[src/pkg/fpexc_pkg.sv]
/*
  Constants, opcodes and states of the floating-point exception and
  operand-screening unit. Assumes a 200 MHz core clock and an APB
  register port with 32-bit data.
*/
`default_nettype none
package fpexc_pkg;
  // ***************************************
  // register map
  // ***************************************
  localparam logic [3:0] ADDR_CTRL = 4'h0;
  localparam logic [3:0] ADDR_STATUS = 4'h4;
  localparam logic [3:0] ADDR_COUNT = 4'h8;
  localparam int CTRL_DEFER = 0;
  localparam int CTRL_ALIGN_EN = 1;
  localparam int CTRL_VVEC_LSB = 8;
  localparam int STAT_PEND = 0;
  localparam int STAT_ERR = 1;
  localparam int STAT_VEC_LSB = 8;
  localparam int STAT_COND_LSB = 16;
  localparam logic [7:0] CTRL_VVEC_RST = 8'h10;

  // ***************************************
  // fault vectors
  // ***************************************
  localparam logic [7:0] VEC_DEV_UNAVAIL = 8'h07;
  localparam logic [7:0] VEC_SEG_ABSENT = 8'h0b;
  localparam logic [7:0] VEC_GEN_PROT = 8'h0d;
  localparam logic [7:0] VEC_FP_ERROR = 8'h10;
  localparam logic [7:0] VEC_ALIGN = 8'h11;

  // ***************************************
  // operand exponents (biased, 15 bits), user privilege level and indefinite codes
  // ***************************************
  localparam logic [14:0] EXP_BIAS = 15'h3fff;
  localparam logic [14:0] EXP_TAN_LIMIT = 15'h403e;
  localparam logic [1:0] PRIV_USER = 2'h3;
  localparam logic [1:0] INDEF_REAL = 2'h1;
  localparam logic [1:0] INDEF_INT = 2'h2;
  localparam logic [1:0] INDEF_DEC = 2'h3;

  typedef enum logic [4:0] {
    OP_ARITH = 5'b00000, OP_DIVIDE = 5'b00001, OP_SQRT = 5'b00010,
    OP_PREM = 5'b00011, OP_IEEE_REM = 5'b00100, OP_SCALE = 5'b00101,
    OP_UCOM = 5'b00110, OP_UCOM_POP = 5'b00111, OP_UCOM_POP2 = 5'b01000,
    OP_TAN = 5'b01001, OP_SINE = 5'b01010, OP_COSINE = 5'b01011,
    OP_SINCOS = 5'b01100, OP_ATAN = 5'b01101, OP_EXP2M1 = 5'b01110,
    OP_ENV_LOAD = 5'b01111, OP_STATE_SAVE = 5'b10000, OP_XSAVE = 5'b10001,
    OP_STATE_RESTORE = 5'b10010, OP_XRESTORE = 5'b10011,
    OP_TO_INT = 5'b10100, OP_TO_DEC = 5'b10101
  } fpexc_op_e;

  typedef enum logic [1:0] {
    ST_IDLE = 2'b00, ST_PEND = 2'b01, ST_SIGNAL = 2'b10
  } fpexc_st_e;
endpackage : fpexc_pkg
`default_nettype wire

[src/rtl/fpexc_unit.sv]
/*
  Exception signalling and operand screening for a floating-point unit.
  Assumes the core presents one instruction per issue pulse with its
  operand classification, reports completion separately, and that all
  inputs are synchronous to clock_i.
*/
// The implementer's own choices: register access over APB and the address map.
`timescale 1ns/10ps
`default_nettype none
module fpexc_unit (
  input wire logic clock_i,
  input wire logic rst_n_i,
  input wire logic psel_i,
  input wire logic penable_i,
  input wire logic pwrite_i,
  input wire logic [31:0] paddr_i,
  input wire logic [31:0] pwdata_i,
  output logic [31:0] prdata_o,
  output logic pready_o,
  output logic pslverr_o,
  input wire logic issue_i,
  input wire fpexc_pkg::fpexc_op_e op_i,
  input wire logic denormal_i,
  input wire logic misaligned_i,
  input wire logic stack_part_i,
  input wire logic [1:0] cpl_i,
  input wire logic v86_i,
  input wire logic dev_unavail_i,
  input wire logic seg_overrun_i,
  input wire logic beyond_limit_i,
  input wire logic env_first_ok_i,
  input wire logic env_last_ok_i,
  input wire logic stack_overflow_i,
  input wire logic invalid_masked_i,
  input wire logic snan_i,
  input wire logic underflow_i,
  input wire logic inexact_i,
  input wire logic uflow_loss_i,
  input wire logic [2:0] quotient_i,
  input wire logic cmp_less_i,
  input wire logic cmp_equal_i,
  input wire logic cmp_unord_i,
  input wire logic [14:0] top_exp_i,
  input wire logic top_zero_i,
  input wire logic [14:0] next_exp_i,
  input wire logic next_zero_i,
  input wire logic complete_i,
  input wire logic unmasked_exc_i,
  input wire logic handled_i,
  output logic fp_error_out_o,
  output logic done_o,
  output logic fault_o,
  output logic [7:0] fault_vec_o,
  output logic abort_o,
  output logic normalize_o,
  output logic invalid_o,
  output logic underflow_o,
  output logic precision_o,
  output logic range_err_o,
  output logic scale_keep_o,
  output logic round_nearest_o,
  output logic env_commit_o,
  output logic [1:0] indef_o,
  output logic cond_we_o,
  output logic [3:0] cond_o
);
  import fpexc_pkg::*;

  // ***************************************
  // decode helpers
  // ***************************************
  // ops that normalize a denormal operand instead of trapping on it
  function automatic logic is_denorm_op(input fpexc_op_e op);
    is_denorm_op = (op == OP_DIVIDE) || (op == OP_SQRT) || (op == OP_PREM) ||
                   (op == OP_IEEE_REM) || (op == OP_TO_INT) || (op == OP_TO_DEC);
  endfunction : is_denorm_op

  // ops whose stack frame is exempt from the alignment trap
  function automatic logic is_save_restore(input fpexc_op_e op);
    is_save_restore = (op == OP_STATE_SAVE) || (op == OP_XSAVE) ||
                      (op == OP_STATE_RESTORE) || (op == OP_XRESTORE);
  endfunction : is_save_restore

  // the three unordered compare forms
  function automatic logic is_ucom(input fpexc_op_e op);
    is_ucom = (op == OP_UCOM) || (op == OP_UCOM_POP) || (op == OP_UCOM_POP2);
  endfunction : is_ucom

  // ***************************************
  // state and software registers
  // ***************************************
  fpexc_st_e state;
  fpexc_st_e next_state;
  // software-visible control fields
  logic defer_mode;
  logic align_en;
  logic [7:0] v86_vec;
  // fault history seen by software
  logic [7:0] last_vec;
  logic [15:0] fault_count;
  logic sw_clear;
  logic exc_set;
  logic ac_hit;
  logic top_below_one;
  logic next_in_unit;

  // next values of the registered result pulses
  logic next_done, next_fault, next_abort, next_norm, next_inv, next_uf;
  logic next_prec, next_rerr, next_keep, next_rn, next_commit, next_cwe;
  logic [7:0] next_vec;
  logic [1:0] next_indef;
  logic [3:0] next_cond;

  // a status write of the pending bit clears it, on the pready edge too
  assign sw_clear = psel_i && penable_i && pready_o && pwrite_i &&
                    (paddr_i == {28'h000_0000, ADDR_STATUS}) && pwdata_i[STAT_PEND];
  assign exc_set = complete_i && unmasked_exc_i;
  // user-level misaligned data traps; save/restore stack frames are exempt
  assign ac_hit = align_en && misaligned_i && (cpl_i == PRIV_USER) &&
                  !(stack_part_i && is_save_restore(op_i));
  // exponents below the bias mean a magnitude below one
  assign top_below_one = top_exp_i < EXP_BIAS;
  assign next_in_unit = !next_zero_i && (next_exp_i < EXP_BIAS);

  // ***************************************
  // pending-error tracking
  // ***************************************
  // a new exception wins over a clear in the same cycle
  // immediate mode raises the pin on the completing edge; deferred mode
  // parks in pending and raises it when the next instruction is issued,
  // so the handler sees the error before that instruction can run
  always_comb begin
    next_state = state;
    if (exc_set) begin
      next_state = defer_mode ? ST_PEND : ST_SIGNAL;
    end else if (handled_i || sw_clear) begin
      next_state = ST_IDLE;
    end else if (state == ST_PEND && issue_i) begin
      next_state = ST_SIGNAL;
    end
  end

  // pin is taken from the next state so it rises together with the state
  always_ff @(posedge clock_i or negedge rst_n_i) begin
    if (!rst_n_i) begin
      state <= ST_IDLE;
      fp_error_out_o <= 1'b0;
    end else begin
      state <= next_state;
      fp_error_out_o <= (next_state == ST_SIGNAL);
    end
  end

  // ***************************************
  // per-instruction screening
  // ***************************************
  // fault order: pending error, overrun abort, device unavailable, then address checks
  // a pending error refuses every instruction, so nothing below it can
  // change architectural state until the handler has cleared it
  // overrun is an abort, never a fault: vector nine does not exist here
  always_comb begin
    next_done = 1'b0;
    next_fault = 1'b0;
    next_abort = 1'b0;
    next_norm = 1'b0;
    next_inv = 1'b0;
    next_uf = 1'b0;
    next_prec = 1'b0;
    next_rerr = 1'b0;
    next_keep = 1'b0;
    next_rn = 1'b0;
    next_commit = 1'b0;
    next_cwe = 1'b0;
    next_vec = 8'h00;
    next_indef = 2'h0;
    next_cond = 4'h0;
    if (issue_i) begin
      if (state != ST_IDLE) begin
        next_fault = 1'b1;
        next_vec = v86_i ? v86_vec : VEC_FP_ERROR;
      end else if (seg_overrun_i) begin
        next_abort = 1'b1;
      end else if (dev_unavail_i) begin
        next_fault = 1'b1;
        next_vec = VEC_DEV_UNAVAIL;
      end else if (beyond_limit_i) begin
        next_fault = 1'b1;
        next_vec = VEC_GEN_PROT;
      end else if (ac_hit) begin
        next_fault = 1'b1;
        next_vec = VEC_ALIGN;
      end else if (op_i == OP_ENV_LOAD && !(env_first_ok_i && env_last_ok_i)) begin
        next_fault = 1'b1;
        next_vec = VEC_SEG_ABSENT;
      end else begin
        // clean issue: report completion and the side effects of the op
        next_done = 1'b1;
        next_commit = (op_i == OP_ENV_LOAD);
        next_norm = denormal_i && is_denorm_op(op_i);
        next_uf = underflow_i && is_denorm_op(op_i);
        if (stack_overflow_i && invalid_masked_i) begin
          // result type picks which indefinite is written
          case (op_i)
            OP_TO_INT: next_indef = INDEF_INT;
            OP_TO_DEC: next_indef = INDEF_DEC;
            default: next_indef = INDEF_REAL;
          endcase
        end
        // per-op flags; ops not listed get none of the flags set below
        case (op_i)
          OP_PREM, OP_IEEE_REM: begin
            next_rn = (op_i == OP_IEEE_REM);
            next_cwe = 1'b1;
            // {c3,c2,c1,c0}: c0=q2, c3=q1, c1=q0
            next_cond = {quotient_i[1], 1'b0, quotient_i[0], quotient_i[2]};
          end
          OP_UCOM, OP_UCOM_POP, OP_UCOM_POP2: begin
            next_cwe = 1'b1;
            next_inv = snan_i; // quiet NaNs compare unordered without trapping
            next_cond = cmp_unord_i ? 4'b1101 :
                        {cmp_equal_i, 2'b00, cmp_less_i};
          end
          OP_SCALE: begin
            next_keep = next_in_unit;
            next_prec = inexact_i || uflow_loss_i;
          end
          OP_TAN: begin
            next_rerr = !(top_exp_i < EXP_TAN_LIMIT);
          end
          OP_EXP2M1: begin
            next_rerr = !(top_zero_i || top_below_one);
          end
          OP_SINE, OP_COSINE, OP_SINCOS: begin
            next_rerr = !(top_exp_i < EXP_TAN_LIMIT);
          end
          OP_ATAN: begin
            next_rerr = 1'b0;
          end
          default: begin
            next_rerr = 1'b0;
          end
        endcase
        // unordered compare of quiet operands never flags invalid
        if (is_ucom(op_i) && cmp_unord_i && !snan_i) begin
          next_inv = 1'b0;
        end
      end
    end
  end

  // registered result pulses, one cycle after issue
  // cond_o is held between writes so software can still read it
  always_ff @(posedge clock_i or negedge rst_n_i) begin
    if (!rst_n_i) begin
      done_o <= 1'b0;
      fault_o <= 1'b0;
      fault_vec_o <= 8'h00;
      abort_o <= 1'b0;
      normalize_o <= 1'b0;
      invalid_o <= 1'b0;
      underflow_o <= 1'b0;
      precision_o <= 1'b0;
      range_err_o <= 1'b0;
      scale_keep_o <= 1'b0;
      round_nearest_o <= 1'b0;
      env_commit_o <= 1'b0;
      indef_o <= 2'h0;
      cond_we_o <= 1'b0;
      cond_o <= 4'h0;
    end else begin
      done_o <= next_done;
      fault_o <= next_fault;
      fault_vec_o <= next_vec;
      abort_o <= next_abort;
      normalize_o <= next_norm;
      invalid_o <= next_inv;
      underflow_o <= next_uf;
      precision_o <= next_prec;
      range_err_o <= next_rerr;
      scale_keep_o <= next_keep;
      round_nearest_o <= next_rn;
      env_commit_o <= next_commit;
      indef_o <= next_indef;
      cond_we_o <= next_cwe;
      if (next_cwe) begin
        cond_o <= next_cond;
      end
    end
  end

  // ***************************************
  // fault history
  // ***************************************
  // counts faults only; aborts and clean completions leave it alone
  always_ff @(posedge clock_i or negedge rst_n_i) begin
    if (!rst_n_i) begin
      last_vec <= 8'h00;
      fault_count <= 16'h0000;
    end else if (next_fault) begin
      last_vec <= next_vec;
      fault_count <= fault_count + 16'h0001; // wraps silently
    end
  end

  // ***************************************
  // apb slave
  // ***************************************
  // one wait state: pready rises in the second access cycle
  // unmapped offsets and any high address bit answer with an error and
  // read as zero; the count register ignores writes without error
  // prdata is zero outside the answer cycle so a stale word never leaks
  always_ff @(posedge clock_i or negedge rst_n_i) begin
    if (!rst_n_i) begin
      pready_o <= 1'b0;
      pslverr_o <= 1'b0;
      prdata_o <= 32'h0000_0000;
    end else begin
      pready_o <= psel_i && penable_i && !pready_o;
      pslverr_o <= 1'b0;
      prdata_o <= 32'h0000_0000;
      if (psel_i && penable_i && !pready_o) begin
        case (paddr_i[3:0])
          ADDR_CTRL: prdata_o <= {16'h0000, v86_vec, 6'h00, align_en, defer_mode};
          ADDR_STATUS: prdata_o <= {12'h000, cond_o, last_vec, 6'h00,
                                    fp_error_out_o, (state != ST_IDLE)};
          ADDR_COUNT: prdata_o <= {16'h0000, fault_count};
          default: pslverr_o <= 1'b1;
        endcase
        if (paddr_i[31:4] != 28'h000_0000) begin
          pslverr_o <= 1'b1;
          prdata_o <= 32'h0000_0000;
        end
      end
    end
  end

  // control register; a write lands at the edge where the master samples
  // pready high, so it never takes effect before the transfer completes
  always_ff @(posedge clock_i or negedge rst_n_i) begin
    if (!rst_n_i) begin
      defer_mode <= 1'b0;
      align_en <= 1'b0;
      v86_vec <= CTRL_VVEC_RST;
    end else if (psel_i && penable_i && pready_o && pwrite_i &&
                 paddr_i == {28'h000_0000, ADDR_CTRL}) begin
      defer_mode <= pwdata_i[CTRL_DEFER];
      align_en <= pwdata_i[CTRL_ALIGN_EN];
      v86_vec <= pwdata_i[CTRL_VVEC_LSB +: 8];
    end
  end
endmodule : fpexc_unit
`default_nettype wire

[config.mk]
export PLATFORM = sky130hd
export DESIGN_NAME = fpexc_unit
export DESIGN_NICKNAME = d
export VERILOG_FILES = /design/src/pkg/fpexc_pkg.sv /design/src/rtl/fpexc_unit.sv
export SDC_FILE = /design/constraint.sdc
export NUM_CORES = 1
export LEC_CHECK = 0
export BUFFER_PORTS_ARGS = -buffer_cell sky130_fd_sc_hd__buf_2
export CORE_UTILIZATION = 49
export DETAILED_ROUTE_END_ITERATION = 6
export PLACE_DENSITY = 0.86
export SKIP_CTS_REPAIR_TIMING = 1
export SYNTH_ARGS = -nofsm -noshare
export SYNTH_HDL_FRONTEND = slang
export SYNTH_SLANG_ARGS = --single-unit
[constraint.sdc]
create_clock -name clock_i -period 4.4 [get_ports clock_i]
set_input_delay 0 -clock clock_i [delete_from_list [all_inputs] [get_ports clock_i]]
set_output_delay 0 -clock clock_i [all_outputs]
set_load 0.01 [all_outputs]
Word level (Yosys, flattened, before mapping)
Cells that the tools add are included. W data, S select, Z words.

Output and inout port bits: 61. Register bits: 97. Bits of input ports: 133. Logic and storage cells: 228.

Equality and inequality tests: 26. Multiplexer cells: 123. Order comparisons: 3. Add/subtract/negate cells: 1. Reductions and logical operators: 50.

Operators by type and width (count): $mux W1 (89); $mux W32 (2); $pmux W20 S3 (1); $mux W4 (9); $eq A5 B4 Y1 const B (7); $eq A32 B3 Y1 const B (1); $logic_not A32 Y1 (1); $eq A5 B5 Y1 const B (6); $lt A15 B14 Y1 const B (2); $reduce_bool A28 Y1 (1); $mux W2 (12); $mux W8 (3); $logic_and A1 B1 Y1 (21); $eq A5 B3 Y1 const B (4); $mux W5 (4); $add A16 B1 Y16 const B (1); $lt A15 B15 Y1 const B (1); $logic_or A1 B1 Y1 (13); $eq A5 B2 Y1 const B (2); $pmux W4 S2 (1); $logic_not A1 Y1 (7); $reduce_or A3 Y1 (2); $eq A5 B1 Y1 const B (1); $reduce_or A5 Y1 (1); 10 further kinds (11).

Logic depth before layout (Yosys ltp)
Depth in word-level cells: 14. Gate-level depth with buffers: 7. Depth with buffers taken out: 6.

Least setup slack after synthesis
No wires, ideal clock.

Kind: register -> register. Start point: reg state[1]. End point: reg fault_count[1]. Setup time: 0.125 ns. Stages on the path, launching flop included: 5. Buffers on the path: 1. Period minus slack after synthesis: 1.781 ns. Path slack: 2.619 ns. Arrival time: 1.656 ns. Data required time: 4.275 ns. Path through: dfrtp_1 > or2_2 > o41ai_2 > buf_6 > mux2_2.

Word-level cells in the longest chain between the ends: 3.

Ends and longest elaborated chain: start, declared (line fpexc_unit.sv:92) `fpexc_st_e state;`; start signal, assigned (line fpexc_unit.sv:149) `state <= next_state;`; $reduce_bool A2 Y1 (line fpexc_unit.sv:178) `if (state != ST_IDLE) begin`; $mux W1 (line fpexc_unit.sv:178); $mux W1 (line fpexc_unit.sv:177) `if (issue_i) begin`; end signal, assigned (line fpexc_unit.sv:301) `fault_count <= fault_count + 16'h0001;`; end, declared (line fpexc_unit.sv:100) `logic [15:0] fault_count;`.

Every way passes these cells. A chain may end at the register's enable or synchronous reset.

Worst setup path in the final report
Start point: reg state[1]. End point: reg fault_count[13].

The elaborated chain is that of the path after synthesis.

==> results.json <==
{
  "fin_nets": 699,
  "rsz0062_at_grt": "no",
  "grt_usage_pct": 22.5,
  "ys_seq_elements": 85,
  "clock_skew_ps": 7.55,
  "drive_gt1_share_pct": 34.4,
  "grt_pass1_wl_um": 14600,
  "antenna_left": 0,
  "period_share_pct": 55.3,
  "status": "finished, final reports clean",
  "antennaDiodeCount": 0,
  "grt_util_met2_pct": 42.0,
  "rrSetupSlack_ps": 1970,
  "power_density_nw_per_um2": 342,
  "fmax_mhz": 411,
  "top_usage_layer": "met2",
  "synth_ff_type": "dfrtp_1",
  "gp_congestion": 0.848,
  "drc": 0,
  "area_delta_synth_final_pct": 37.9,
  "grt_antenna_before_repair": 0,
  "insertion_delay_ps": 350,
  "clkPwrFrac_pct": 35.9,
  "p_int_uw": 1350,
  "switching_share_pct": 26.3,
  "hold_class": "in2reg",
  "dpl-instance-area_um2": 4720,
  "row_count": 32,
  "fp.dieW_um": 91.1,
  "start_kind": "register",
  "multi_input_area_um2": 1640,
  "maxSlewHeadroom_pct": 21.9,
  "power_frac_seq_pct": 49.2,
  "routedWlPerCell_um": 15.1,
  "p_sw_uw": 482,
  "layout_min_cycle_time_ps": 2430,
  "rr_worst_depth": 4,
  "die_h_um": 91.1,
  "grtUsageMet1_pct": 25.0,
  "required_ps": 4620,
  "final_cell_area_um2": 5370,
  "slew_viol_final": 0,
  "routed-via-count": 3613,
  "final.setup.tns_ps": 0,
  "initial_core_util_pct": 50.6,
  "coreArea_um2": 7690,
  "finalHoldViolCount": 0,
  "synthCells": 367,
  "synth_cell_type_count": 47,
  "synthMuxAreaShare_pct": 6.01,
  "tightest_slew_ps": 1170,
  "ys_warn_count": 0,
  "yosys.area_share.adder_pct": 0.321,
  "synth_compound_area_share_pct": 8.29,
  "port_buffers": 159,
  "synth_top_family_by_area": "simple AND/OR/NAND/NOR gates",
  "worstHoldStart": "cmp_equal_i",
  "dp_hpwl_um": 6940,
  "drtIter0Drc": 258,
  "post-route-util_pct": 69.8,
  "hold_depth": 4,
  "yosys.area_share.xor_xnor_pct": 3.60,
  "worst_ep_arrival_time_ps": 2650,
  "clk_pin_slew_ps": 80,
  "ff_latch_area_um2": 2130,
  "cts_buffers": 9,
  "syn_area_um2": 3890,
  "grt_pass1_vias": 3256,
  "fillCellCount": 578,
  "cp-end-kind": "register",
  "grt_max_degree": 86,
  "yosysSeqAreaShare_pct": 54.7,
  "synth.avg_cell_area_um2": 10.6,
  "cap_violations": 0,
  "setup_violations": 0,
  "worstReg2RegEnd": "fault_count[13]",
  "drtPass1Iterations": 7,
  "async_flop_share_pct": 100,
  "cts.sinks": 85,
  "dieArea_um2": 8300,
  "vias_per_cell": 5.38,
  "cts_max_level": 3,
  "met3_usage_pct": 6.03,
  "worstPathMaxFanout": 22,
  "cts_tree": "yes",
  "synth_edf_count": 0,
  "min_to": "cond_o[3]",
  "cts_buffer_depth": 2,
  "globalRoute.totalOverflow": 0,
  "combPwrFrac_pct": 14.9,
  "p_leak_uw": 0.00280,
  "rr_startpoint": "state[1]",
  "finalWirelength_um": 10100,
  "clockRootBuffer": "clkbuf_8",
  "ios": 194,
  "max-vdd-ir-drop_mv": 0.153,
  "synthSimpleGateAreaFrac_pct": 22.4,
  "crit_type": "reg2reg"
}
stage by stage:
stage | instances | total power [uW] | hold WS [ps] | setup WS (ps)
after CTS | 632 | 1820 | -163 | 1920
after detailed placement | 616 | 1160 | 211 | 1930
final | 672 | 1840 | 5.01 | 1970
after global placement | 616 | 1150 | 210 | 1980
after floorplan | 378 | 1050 | -296 | 2620
after global routing | 672 | 1930 | 23.3 | 1820
sequential cells by signal, indices dropped and copies added, names as in the netlist, 2 cells and up:
| register | flops |
|---|---|
| prdata_o | 20 |
| fault_count | 16 |
| fault_vec_o | 8 |
| last_vec | 8 |
| v86_vec | 8 |
| cond_o | 4 |
| indef_o | 2 |
| state | 2 |
final cells by class:
class / count / share of cell area (%)
flip-flops and latches: 85 / 39.6
multi-input cells: 263 / 30.5
repair buffers: 200 / 22.5
well taps: 102 / 2.38
clock buffers: 9 / 2.31
clock inverters: 7 / 2.28
inverters: 6 / 0.419
how the worst max path moves through the flow:
stage / from / end
after detailed placement: state[1] / fault_count[13]
after CTS: state[1] / fault_count[13]
after global placement: state[1] / fault_count[1]
final: state[1] / fault_count[13]
after floorplan: state[1] / fault_count[1]
after global routing: state[1] / fault_count[13]
power groups by stage:
stage	Sequential (uW)	Combinational, uW	Clock (uW)
2_1_floorplan	906	143	0
3_3_place_gp	916	233	0
3_5_place_dp	919	243	0
4_1_cts	904	245	674
5_1_grt	913	304	709
6_report	903	274	659
cells in the mapped netlist (all sizes together), types with 3 or more instances:
cell,instances,share of area (%)
mux2i,11,2.8
nand3,18,2.3
o21ai,9,1.2
buf,22,3.8
nand2b,4,0.64
inv,6,0.58
mux2,11,3.2
and4,3,0.68
xnor2,4,0.90
nor3,17,2.2
a211oi,3,0.71
and3,4,0.64
and2,15,2.4
xor2,12,2.7
nand3b,3,0.58
a31oi,3,0.48
nand2,22,2.1
nor2b,3,0.48
a21oi,14,1.8
dfrtp,84,54
nor4,18,2.9
a21o,8,1.5
nand4,9,1.4
nor2,39,3.8
cells in the final DEF, fill, tap and decap left out, drive strengths merged, types with 7 or more instances in the layout:
cell / Yosys / layout
dlygate4sd3: 0 / 40
nor4: 18 / 18
conb: 1 / 12
a21o: 8 / 8
inv: 6 / 7
nand2: 22 / 22
mux2: 11 / 11
and2: 15 / 15
dfrtp: 84 / 84
o21ai: 9 / 9
nor2: 39 / 39
xor2: 12 / 12
nand3: 18 / 18
nor3: 17 / 17
buf: 22 / 160
clkbuf: 2 / 9
mux2i: 11 / 11
nand4: 9 / 9
a21oi: 14 / 14
worst max-delay path, cell delays in order (launching register included):
cell     delay [ps]
dfrtp_1         420
or2_2           410
o41ai_4        1060
nor4_1          200
xor2_1          200
logic make-up after synthesis:
family | after synthesis
AOI/OAI and AO/OA | 47
xor gates and xnor gates | 16
adders and majority gates | 1
buffers and inverters | 30
DFF | 85
muxes | 22
other | 1
and+or+nand+nor | 165
metal layers:
| metal | part of all wire (%) | routed length, um |
|---|---|---|
| met1 | 38 | 3870 |
| met2 | 52 | 5270 |
| met3 | 7.8 | 789 |
| met4 | 1.8 | 187 |
| met5 | 0 | 0 |
Power figures use the tool's default switching activity.
